### src/pkg/lbh_pkg.sv
package lbh_pkg;

   // --------------------------------------------------------------------
   // Bus cycle status codes
   // --------------------------------------------------------------------
   localparam logic [2:0] CYC_INTA    = 3'h0;
   localparam logic [2:0] CYC_IO_RD   = 3'h1;
   localparam logic [2:0] CYC_IO_WR   = 3'h2;
   localparam logic [2:0] CYC_HALT    = 3'h3;
   localparam logic [2:0] CYC_FETCH   = 3'h4;
   localparam logic [2:0] CYC_MEM_RD  = 3'h5;
   localparam logic [2:0] CYC_MEM_WR  = 3'h6;
   localparam logic [2:0] CYC_PASSIVE = 3'h7;

   // --------------------------------------------------------------------
   // Field positions within a status code
   // --------------------------------------------------------------------
   localparam int CYC_MEM_BIT = 2;
   localparam int CYC_DIR_BIT = 1;

   // --------------------------------------------------------------------
   // Address map and timing
   // --------------------------------------------------------------------
   localparam int         ADDR_W         = 20;
   localparam int         UPPER_MIN_LOG2 = 10;
   localparam logic [3:0] UPPER_SEL_MAX  = 4'h8;
   localparam int         CYCLE_CLKS     = 4;
   localparam logic [1:0] SAMPLE_EDGE    = 2'h2;

   // --------------------------------------------------------------------
   // Reset values
   // --------------------------------------------------------------------
   localparam logic RST_OE     = 1'b0;
   localparam logic RST_SEL_N  = 1'b1;
   localparam logic RST_SYNC   = 1'b1;

   typedef enum logic [1:0]
   {
      LBH_IDLE,
      LBH_CYCLE,
      LBH_HOLD,
      LBH_FLOAT
   } lbh_state_e;

endpackage

### src/logic/lbh_sync2.sv
`timescale 1ns/1ps

module lbh_sync2
   import lbh_pkg::*;
#(
   parameter int WIDTH = 3
)
(
   input  wire logic             clock,
   input  wire logic             rst_n,
   input  wire logic [WIDTH-1:0] async_in,
   output logic      [WIDTH-1:0] sync_out
);

   logic [WIDTH-1:0] meta_r;

   // --------------------------------------------------------------------
   // Two stage synchroniser
   // --------------------------------------------------------------------
   always_ff @(posedge clock or negedge rst_n)
   begin
      if (!rst_n)
      begin
         meta_r   <= {WIDTH{RST_SYNC}};
         sync_out <= {WIDTH{RST_SYNC}};
      end
      else
      begin
         meta_r   <= async_in;
         sync_out <= meta_r;
      end
   end

endmodule

### src/logic/lbh_bus_owner.sv
`timescale 1ns/1ps

// Operation
// Drive active-low bus exclusive output.
// Lock starts at first following data cycle.
// Lock holds until locked instruction completes.
// No prefetch cycles while lock asserted.
// Lock floats during hold and reset.
// Three active-low status lines encode cycle type.
// Codes 000..111 in listed order, 111 passive.
// Top bit memory/IO, middle bit direction.
// Master holds request high while needing bus.
// Grant high and float bus together.
// Grant drops after request seen low.
// Drive bus again only for next cycle.
// Enhanced: grant drops when refresh pending.
// Master then lowers request for refresh.
// Upper select for references in upper block.
// Upper select keeps driving during hold.
// Both selects low at reset release: test float.
// Test float floats all outputs until reset.

module lbh_bus_owner
   import lbh_pkg::*;
#(
   parameter int CYC_CLKS = CYCLE_CLKS
)
(
   input  wire logic              clock,
   input  wire logic              rst_n,
   input  wire logic              hold_req_in,
   input  wire logic              upper_mem_select_in,
   input  wire logic              lower_mem_select_in,
   input  wire logic              enhanced_mode,
   input  wire logic              refresh_pending,
   input  wire logic              cycle_req,
   input  wire logic [2:0]        cycle_type,
   input  wire logic [ADDR_W-1:0] cycle_addr,
   input  wire logic              cycle_is_prefetch,
   input  wire logic              lock_prefix,
   input  wire logic              locked_instr_done,
   input  wire logic [3:0]        upper_size_sel,
   output logic                   cycle_ack,
   output logic                   cycle_done,
   output logic                   bus_lock_n,
   output logic                   bus_lock_oe,
   output logic                   cycle_status_bit0_n,
   output logic                   cycle_status_bit1_n,
   output logic                   cycle_status_bit2_n,
   output logic                   cycle_status_oe,
   output logic                   transceiver_direction,
   output logic                   transceiver_direction_oe,
   output logic                   bus_ctrl_oe,
   output logic                   bus_grant_out,
   output logic                   bus_grant_oe,
   output logic                   upper_mem_select_n,
   output logic                   upper_mem_select_oe,
   output logic                   test_float_mode
);

   localparam logic [3:0] CYC_LAST = 4'(CYC_CLKS - 1);

   // --------------------------------------------------------------------
   // Decode helpers
   // --------------------------------------------------------------------
   function automatic logic is_data_cycle(input logic [2:0] t);
      is_data_cycle = (t == CYC_IO_RD) || (t == CYC_IO_WR) ||
                      (t == CYC_MEM_RD) || (t == CYC_MEM_WR);
   endfunction

   function automatic logic is_mem_ref(input logic [2:0] t);
      is_mem_ref = t[CYC_MEM_BIT] && (t != CYC_PASSIVE);
   endfunction

   function automatic logic in_upper(input logic [ADDR_W-1:0] a, input logic [3:0] sel);
      logic [ADDR_W-1:0] mask;
      logic [3:0]        s;
      mask = '0;
      s    = (sel > UPPER_SEL_MAX) ? UPPER_SEL_MAX : sel;
      mask = ~((ADDR_W'(1) << (UPPER_MIN_LOG2 + int'(s))) - ADDR_W'(1));
      in_upper = ((a & mask) == mask);
   endfunction

   // --------------------------------------------------------------------
   // Pin synchronisers
   // --------------------------------------------------------------------
   logic [2:0] pins_s;
   wire        hold_s = pins_s[0];
   wire        ucs_s  = pins_s[1];
   wire        lcs_s  = pins_s[2];

   lbh_sync2 #(.WIDTH(3)) u_sync
   (
      .clock    (clock),
      .rst_n    (rst_n),
      .async_in ({lower_mem_select_in, upper_mem_select_in, hold_req_in}),
      .sync_out (pins_s)
   );

   // --------------------------------------------------------------------
   // State
   // --------------------------------------------------------------------
   lbh_state_e        state_r;
   lbh_state_e        state_nxt;
   logic [1:0]        samp_cnt_r;
   logic              running_r;
   logic              test_float_mode_r;
   logic [3:0]        cnt_r;
   logic [2:0]        cur_type_r;
   logic [ADDR_W-1:0] cur_addr_r;
   logic              lock_r;
   logic              lock_pend_r;
   logic              lock_n_r;
   logic              grant_oe_r;
   logic [2:0]        status_r;
   logic              dir_r;
   logic              drive_r;
   logic              grant_r;
   logic              ucs_n_r;
   logic              ucs_oe_r;
   logic              ack_r;
   logic              done_r;

   // --------------------------------------------------------------------
   // Sequencing decode
   // --------------------------------------------------------------------
   wire live       = running_r && !test_float_mode_r;
   wire can_start  = live && ((state_r == LBH_IDLE) || (state_r == LBH_FLOAT));
   wire take_hold  = can_start && hold_s && !lock_r;
   wire accept     = can_start && !take_hold && cycle_req &&
                     !(cycle_is_prefetch && lock_r);
   wire lock_start = accept && lock_pend_r && is_data_cycle(cycle_type);
   wire cyc_end    = (state_r == LBH_CYCLE) && (cnt_r == 4'h0);
   wire cyc_cont   = (state_r == LBH_CYCLE) && !cyc_end;
   wire refresh_rq = enhanced_mode && refresh_pending;
   wire lock_nxt   = lock_start || (lock_r && !locked_instr_done);

   wire [2:0]        type_nxt = accept ? cycle_type : cur_type_r;
   wire [ADDR_W-1:0] addr_nxt = accept ? cycle_addr : cur_addr_r;
   wire              busy_nxt = accept || cyc_cont;
   wire [2:0]        status_nxt = busy_nxt ? type_nxt : CYC_PASSIVE;
   wire              dir_nxt = busy_nxt && type_nxt[CYC_DIR_BIT];
   wire              ucs_hit = busy_nxt && is_mem_ref(type_nxt) &&
                               in_upper(addr_nxt, upper_size_sel);
   wire              grant_nxt = live && (take_hold || ((state_r == LBH_HOLD) && grant_r &&
                                 hold_s && !refresh_rq));
   wire              drive_nxt = live && ((state_nxt == LBH_IDLE) ||
                                 (state_nxt == LBH_CYCLE));

   always_comb
   begin
      state_nxt = state_r;
      case (state_r)
         LBH_IDLE, LBH_FLOAT:
         begin
            if (take_hold)
               state_nxt = LBH_HOLD;
            else if (accept)
               state_nxt = LBH_CYCLE;
         end
         LBH_CYCLE:
         begin
            if (cyc_end)
               state_nxt = LBH_IDLE;
         end
         LBH_HOLD:
         begin
            if (!hold_s)
               state_nxt = LBH_FLOAT;
         end
         default:
            state_nxt = LBH_IDLE;
      endcase
      if (!live)
         state_nxt = LBH_IDLE;
   end

   // --------------------------------------------------------------------
   // Reset strap sampling
   // --------------------------------------------------------------------
   always_ff @(posedge clock or negedge rst_n)
   begin
      if (!rst_n)
      begin
         samp_cnt_r <= 2'h0;
         running_r  <= 1'b0;
         test_float_mode_r     <= 1'b0;
         grant_oe_r <= 1'b0;
      end
      else if (!running_r)
      begin
         samp_cnt_r <= samp_cnt_r + 2'h1;
         if (samp_cnt_r == SAMPLE_EDGE)
         begin
            running_r <= 1'b1;
            test_float_mode_r    <= !ucs_s && !lcs_s;
            grant_oe_r <= ucs_s || lcs_s;
         end
      end
   end

   // --------------------------------------------------------------------
   // Cycle engine and lock
   // --------------------------------------------------------------------
   always_ff @(posedge clock or negedge rst_n)
   begin
      if (!rst_n)
      begin
         state_r     <= LBH_IDLE;
         cnt_r       <= 4'h0;
         cur_type_r  <= CYC_PASSIVE;
         cur_addr_r  <= '0;
         lock_r      <= 1'b0;
         lock_pend_r <= 1'b0;
         lock_n_r    <= 1'b1;
         ack_r       <= 1'b0;
         done_r      <= 1'b0;
      end
      else
      begin
         state_r     <= state_nxt;
         cnt_r       <= accept ? CYC_LAST : (cyc_cont ? cnt_r - 4'h1 : cnt_r);
         cur_type_r  <= type_nxt;
         cur_addr_r  <= addr_nxt;
         lock_r      <= lock_nxt;
         lock_pend_r <= lock_prefix || (lock_pend_r && !lock_start);
         lock_n_r    <= !lock_nxt;
         ack_r       <= accept;
         done_r      <= cyc_end;
      end
   end

   // --------------------------------------------------------------------
   // Output pins
   // --------------------------------------------------------------------
   always_ff @(posedge clock or negedge rst_n)
   begin
      if (!rst_n)
      begin
         status_r <= CYC_PASSIVE;
         dir_r    <= 1'b0;
         drive_r  <= RST_OE;
         grant_r  <= 1'b0;
         ucs_n_r  <= RST_SEL_N;
         ucs_oe_r <= RST_OE;
      end
      else
      begin
         status_r <= status_nxt;
         dir_r    <= dir_nxt;
         drive_r  <= drive_nxt;
         grant_r  <= grant_nxt;
         ucs_n_r  <= !ucs_hit;
         ucs_oe_r <= live;
      end
   end

   assign cycle_ack                = ack_r;
   assign cycle_done               = done_r;
   assign bus_lock_n               = lock_n_r;
   assign bus_lock_oe              = drive_r;
   assign cycle_status_bit0_n      = status_r[0];
   assign cycle_status_bit1_n      = status_r[1];
   assign cycle_status_bit2_n      = status_r[2];
   assign cycle_status_oe          = drive_r;
   assign transceiver_direction    = dir_r;
   assign transceiver_direction_oe = drive_r;
   assign bus_ctrl_oe              = drive_r;
   assign bus_grant_out            = grant_r;
   assign bus_grant_oe             = grant_oe_r;
   assign upper_mem_select_n       = ucs_n_r;
   assign upper_mem_select_oe      = ucs_oe_r;
   assign test_float_mode          = test_float_mode_r;
endmodule

### config.mk
export PLATFORM = sky130hd
export DESIGN_NAME = lbh_bus_owner
export DESIGN_NICKNAME = d
export VERILOG_FILES = /design/src/pkg/lbh_pkg.sv /design/src/logic/lbh_sync2.sv /design/src/logic/lbh_bus_owner.sv
export SDC_FILE = /design/constraint.sdc
export NUM_CORES = 1
export LEC_CHECK = 0
export BUFFER_PORTS_ARGS = -buffer_cell sky130_fd_sc_hd__buf_4
export CAP_MARGIN = 30
export CORE_UTILIZATION = 55
export CTS_CLUSTER_SIZE = 16
export DETAILED_ROUTE_END_ITERATION = 10
export PLACE_DENSITY = 0.79
export SETUP_SLACK_MARGIN = 0.15
export SYNTH_ARGS = -nofsm -noshare
export SYNTH_HDL_FRONTEND = slang
export SYNTH_HIERARCHICAL = 1
export SYNTH_SLANG_ARGS = --single-unit
export TNS_END_PERCENT = 20
### constraint.sdc
create_clock -name clock -period 3.18 [get_ports clock]
set_clock_uncertainty 0.05 [all_clocks]
set_input_delay 0 -clock clock [delete_from_list [all_inputs] [get_ports clock]]
set_output_delay 0 -clock clock [all_outputs]
set_load 0.02 [all_outputs]
# After elaboration in Yosys (flattened, before gate mapping)
# Index checks and enable logic that the tools add are counted.
[totals] regBits=53 out_inout_bits=16 wordCells=108
[op_classes] addsub=4 order_cmp=1 n_eq_ne=11 shift=1 n_mux=14 bitwise=3 n_reduce_logical=53
[ops] op="$logic_and 1x1->1" count=25
[ops] op="$and 20x20->20" count=1
[ops] op="$eq 20x20->1" count=1
[ops] op="$mux 20" count=1
[ops] op="$not 20->20" count=1
[ops] op="$shl 1x5->20 const A" count=1
[ops] op="$sub 20x2->20 const B" count=1
[ops] op="$logic_not 1->1" count=12
[ops] op="$mux 4" count=3
[ops] op="$logic_or 1x1->1" count=10
[ops] op="$mux 2" count=5
[ops] op="$eq 2x2->1 const B" count=3
[ops] op="$eq 3x3->1 const B" count=2
[ops] op="$mux 3" count=2
[ops] op="$pmux 2 s3" count=1
[ops] op="$add 4x4->5 const A" count=1
[ops] op="$eq 2x1->1 const B" count=2
[ops] op="$gt 4x4->1 const B" count=1
[ops] op="$logic_not 2->1" count=2
[ops] op="$logic_not 4->1" count=1
[ops] op="$sub 4x1->4 const B" count=1
[ops] op="$eq 3x1->1 const B" count=1
[ops] op="$eq 3x2->1 const B" count=1
[ops] op="$ne 3x3->1 const B" count=1
[ops] op="6 further kinds" count=7

# Longest topological paths before layout
[depth] ltp_word=16 mapped_depth=14

# Hierarchy
# Netlist, hierarchy kept.
[modules_own_cells] mod="lbh_bus_owner" instances=1 cells_each=267 area_each_um2=2597.5 seq_area_each_um2=1186.1
[modules_own_cells] mod="lbh_sync2" instances=1 cells_each=6 area_each_um2=157.7 seq_area_each_um2=157.7

# Least setup slack after synthesis
# No wires, ideal clock.
[synth_timing] kind="input-to-reg" from="input port upper_size_sel[1]" to="register ucs_n_r (netlist: upper_mem_select_n)" arrival_ns=2.972 t_required_ns=3.033 slack_ns=0.061 cell_stages=14 path_buffers=3 cell_sequence="clkbuf_1 nor2b_1 ha_1 clkbuf_1 nor2b_1 nand4b_1 ha_1 buf_6 or3b_1 a2111oi_2 a2111oi_1 a2111o_1 nor4_2 o2111ai_1"
[synth_via] elab_chain_len=10
[synth_lines] element="start, declared" line_no="lbh_bus_owner.sv:42" rtl="input wire logic [3:0] upper_size_sel,"
[synth_lines] element="$gt 4x4->1" line_no="lbh_bus_owner.sv:79" rtl="s = (sel > UPPER_SEL_MAX) ? UPPER_SEL_MAX : sel;"
[synth_lines] element="$mux 4 *" line_no="lbh_bus_owner.sv:79"
[synth_lines] element="$add 4x4->5 *" line_no="lbh_bus_owner.sv:80" rtl="mask = ~((ADDR_W'(1) << (UPPER_MIN_LOG2 + int'(s))) - ADDR_W'(1));"
[synth_lines] element="$shl 1x5->20 *" line_no="lbh_bus_owner.sv:80"
[synth_lines] element="$sub 20x2->20 *" line_no="lbh_bus_owner.sv:80"
[synth_lines] element="$not 20->20 *" line_no="lbh_bus_owner.sv:80"
[synth_lines] element="$and 20x20->20" line_no="lbh_bus_owner.sv:81" rtl="in_upper = ((a & mask) == mask);"
[synth_lines] element="$eq 20x20->1 *" line_no="lbh_bus_owner.sv:81"
[synth_lines] element="$logic_and 1x1->1 *" line_no="lbh_bus_owner.sv:143" rtl="wire ucs_hit = busy_nxt && is_mem_ref(type_nxt) &&"
[synth_lines] element="$logic_not 1->1 *" line_no="lbh_bus_owner.sv:253" rtl="ucs_n_r <= !ucs_hit;"
[synth_lines] element="end signal, assigned" line_no="lbh_bus_owner.sv:253"
[synth_lines] element="end, declared" line_no="lbh_bus_owner.sv:119" rtl="logic ucs_n_r;"
# Mark *: on every way between the ends. The rest lies on a longest branch, timed or not.
# A chain may end at the register's enable or synchronous reset.

# Worst setup path after layout
[layout_timing] from="register state_r[0]" to="register ucs_n_r (netlist: upper_mem_select_n)"
[layout_via] elab_chain_len=15 elab_cells_between_ends=24 classes_between="4 x eq/ne; 2 x mux; 1 x bitwise; 17 x reduce/logical"
[layout_lines] element="start, declared" line_no="lbh_bus_owner.sv:103" rtl="lbh_state_e state_r;"
[layout_lines] element="start signal, assigned" line_no="lbh_bus_owner.sv:221" rtl="state_r <= state_nxt;"
[layout_lines] element="branches (longest 13 deep; another with $mux 20)"
[layout_lines] element="$logic_and 1x1->1 *" line_no="lbh_bus_owner.sv:143"
[layout_lines] element="$logic_not 1->1 *" line_no="lbh_bus_owner.sv:253"
# Every way passes the cells marked *.

==> summary.txt <==
Pwr
  – Maximum vdd ir drop: between 0.3 and 0.4 mV
  – LEAKAGE: 0.00163 uW
  – Clk network pwr share: 16.9%
  – Gate power share: ~38%
  – Switching share of power: 35.5%
  – Pint: around 1500 uW
  – Switch Pwr: 806 uW
  – P per Cell Area: 636 nW/um2
  – Sequential power share: 45.2%

Critical path
  – Slowest Stage Delay on Critical Path: 400 ps
  – Reg2Reg Depth: 9
  – Crit-path max FO: 32
  – Crit path required time: 3360 ps
  – Reg2Reg Capture Point: upper_mem_select_n
  – WP buf/inv: 2
  – Critical Path AT: 2860 ps
  – CP endpoint kind: register
  – CP Cell Sequence: inv_1 -> ha_1 -> and4b_1 -> nand2_4 -> inv_4 -> mux2i_1 -> a221o_1 -> nor4_2 -> o2111ai_1
  – CP Launch Point: state_r[0]
  – Critical path's slowest cell: dfrtp_1
  – Crit path launch type: register
  – Critical path type: reg2reg
  – Worst R2R Start: state_r[0]
  – Reg2reg setup slack: 490 ps
  – Family with the most delay on the worst path: simple AND/OR/NAND/NOR gates

Floorplan
  – Die Wd: 72.8 um
  – Core Region: 4790 um2
  – Starting density of the core: 57.6%
  – Die ar.: about 5300 um2
  – Die height: 72.8 um
  – Standard-cell rows: 25
  – Total I/O pin count: between 50 and 60

Cells and area
  – Design area: 3580 um2
  – Area of the multi-input gates: approximately 1200 um2
  – Diodes inserted: 0
  – Most frequent cells in the layout: 58 x buf_4, 44 x nand2_1, 39 x dfrtp_1
  – Fill count: 356
  – Area Overhead vs Synth: 29.8%
  – Most common cell after layout, fill and taps aside: buf_4
  – Fin nets: 398
  – Share of layout cells above drive strength 1: about a quarter
  – Reg area: 1340 um2
  – Non-Filler Instances: 421

Timing
  – Tightest Pin Transition: ~610 ps
  – Hold WS: 43.2 ps
  – Final Max Slew Viols: 0
  – Crit share post-route: 84.5%
  – Final hold violations: 0
  – Final setup viols: 0
  – Max_slew headroom: 58.3%
  – Max Clk Rate: 372 MHz
  – Sum Neg Setup Slack: 0 ps
  – Fin crit period: 2690 ps
  – RSZ-0062 raised after global routing: no
  – Setup WS post-layout: 493 ps

Yosys
  – Ys async rst share: 100%
  – Synth area leader: dfrtp_1
  – Syn Area/Cell: 10.1 um2
  – Post-synthesis register bit count: 53
  – Synth Flop Type: dfrtp_1
  – Post-synth design cell area: 2760 um2
  – Synth Warn #: 6
  – Largest cells by area after synthesis: dfrtp_1 35%, dfstp_2 13%, nand2_1 6.0%, ha_1 3.2%, inv_1 2.7%
  – EDFF count, synth: 0
  – Syn Nets: 318
  – Top-area cell type share of the netlist area: 35.4%
  – Sequential cell area fraction in the yosys report: a little under 50%
  – Yosys cell types: around 60
  – Syn Inst Count: approximately 270

Routing
  – DRT Pass-1 Iters: 6
  – Via/cell ratio: between 5 and 6
  – ANT nets after route: 0
  – Initial drt markers: around 150
  – Vias: 2310
  – Post-Route WL: 6030 um
  – Drt wl/cell: 14.3 um
  – Drc violations: 0

Worst hold path
  – Hold Startpoint: cycle_is_prefetch
  – Hold Path Stages: 4
  – Hold Path Class: in2reg
  – Hold path endpoint: cur_addr_r[14]

Clock tree
  – Postcts setup bufs: 0
  – Clock Latency Late Sink: 310 ps
  – Clk slew on worst S/H paths: roughly 100 ps
  – CTS tree: done
  – Root buf cell: clkbuf_8
  – CTS max path bufs: 2
  – Clock net sink count: 53
  – Total CTS buffers: 5
  – H-tree depth: 2

GRT
  – Vias in the first global route: around 2300
  – First-pass GRT wire length: 10200 um
  – Global Route Usage Sum: about 26%
  – Largest net degree at the start of global routing: 54
  – Grt ovf: 0
  – Initial antenna violation count: 0

Placed design
  – GPL Wtd Cong: 0.906
  – Cell Count Post-Placement: 382
  – Post-detail-place hpwl: ~4200 um
  – Post-DP Area: 3180 um2
  – I/O Buffers: 53
  – Dpl ws: roughly 260 ps

Job
  – Max-cap violations: 0

Outcome
  – Status: completed
## sequential cells by signal, summed over array words and instances (netlist names)
register / count
bus_ctrl_oe: 1
bus_grant_oe: 1
bus_grant_out: 1
bus_lock_n: 1
cnt_r: 4
cur_addr_r: 20
cur_type_r: 3
cycle_ack: 1
cycle_done: 1
lock_pend_r: 1
lock_r: 1
running_r: 1
samp_cnt_r: 2
state_r: 2
status_r: 3
test_float_mode: 1
transceiver_direction: 1
u_sync/meta_r: 3
u_sync/sync_out: 3
upper_mem_select_n: 1
upper_mem_select_oe: 1
## cell usage after synthesis (all sizes together) (7+ instances only)
library cell and instances:
nand2 45, dfrtp 39, inv 21, dfstp 14
buf 13, nor2 13, o21ai 10, a21oi 7
ha 7, nand2b 7
## stage by stage
| stage | total power [uW] | util [%] |
|---|---|---|
| finish | 2270 | 74.7 |
| global route | 2430 | 74.7 |
| CTS | 2290 | 74.7 |
| detailed placement | 1880 | 66.4 |
| global placement | 1850 | 66.4 |
| floorplan | 1630 | - |
## worst reg2reg max path, cell delays in order (launching register included)
cell and delay, ps:
dfrtp_1 400, inv_1 70, ha_1 370, and4b_1 350, nand2_4 140, inv_4 300, mux2i_1 170, a221o_1 360
nor4_2 270, o2111ai_1 130
## what timing repair did
item	CTS	global route
gates resized for setup	0	0
endpoints found under the hold margin	72	0
hold buffers	31	0
## power groups by stage
| stage | Clock (uW) | Combinational, uW | Sequential, uW |
|---|---|---|---|
| final | 384 | 863 | 1030 |
| after global routing | 420 | 956 | 1050 |
| after CTS | 390 | 867 | 1030 |
| after detailed placement | 0 | 837 | 1040 |
| after global placement | 0 | 818 | 1030 |
| after floorplan | 0 | 558 | 1070 |
## kinds of logic (layout without fill, tap and decap cells)
group / Yosys count / in the layout / share of synthesized area, %
AOI/OAI and AO/OA: 62 / 62 / 16.9
xor gates and xnor gates: 8 / 8 / 2.54
adders and majority gates: 7 / 7 / 3.18
buffers and inverters: 37 / 118 / 6.63
DFF: 53 / 53 / 48.8
muxes: 11 / 11 / 4.72
and+or+nand+nor: 95 / 95 / 17.2
## how the worst max path moves through the flow
stage                    endpoint  slack [ps]  depth (start not counted)
2_1_floorplan  upper_mem_select_n         220                         14
3_3_place_gp   upper_mem_select_n         350                         12
3_5_place_dp   upper_mem_select_n         260                         12
4_1_cts        upper_mem_select_n         480                          9
5_1_grt        upper_mem_select_n         300                          9
6_report       upper_mem_select_n         490                          9
## layout make-up
cell class                 count  area share [%]
sequential                    53            37.6
multi-input combinational    183            34.4
timing repair buffer          89            20.9
tap                           67            2.34
inverter                      21            2.27
clock buffer                   5            1.92
clock inverter                 3           0.595
## metal layers
layer / track usage (%) / part of all wire, % / vias up
met5: 0 / 0 / -
li1: - / - / 1114
met2: 44.7 / 50 / 84
met4: 8.06 / 1.5 / 0
met1: 32.5 / 43 / 1102
met3: 4.28 / 5.1 / 10
No activity file was read; power rests on OpenSTA's default activity.
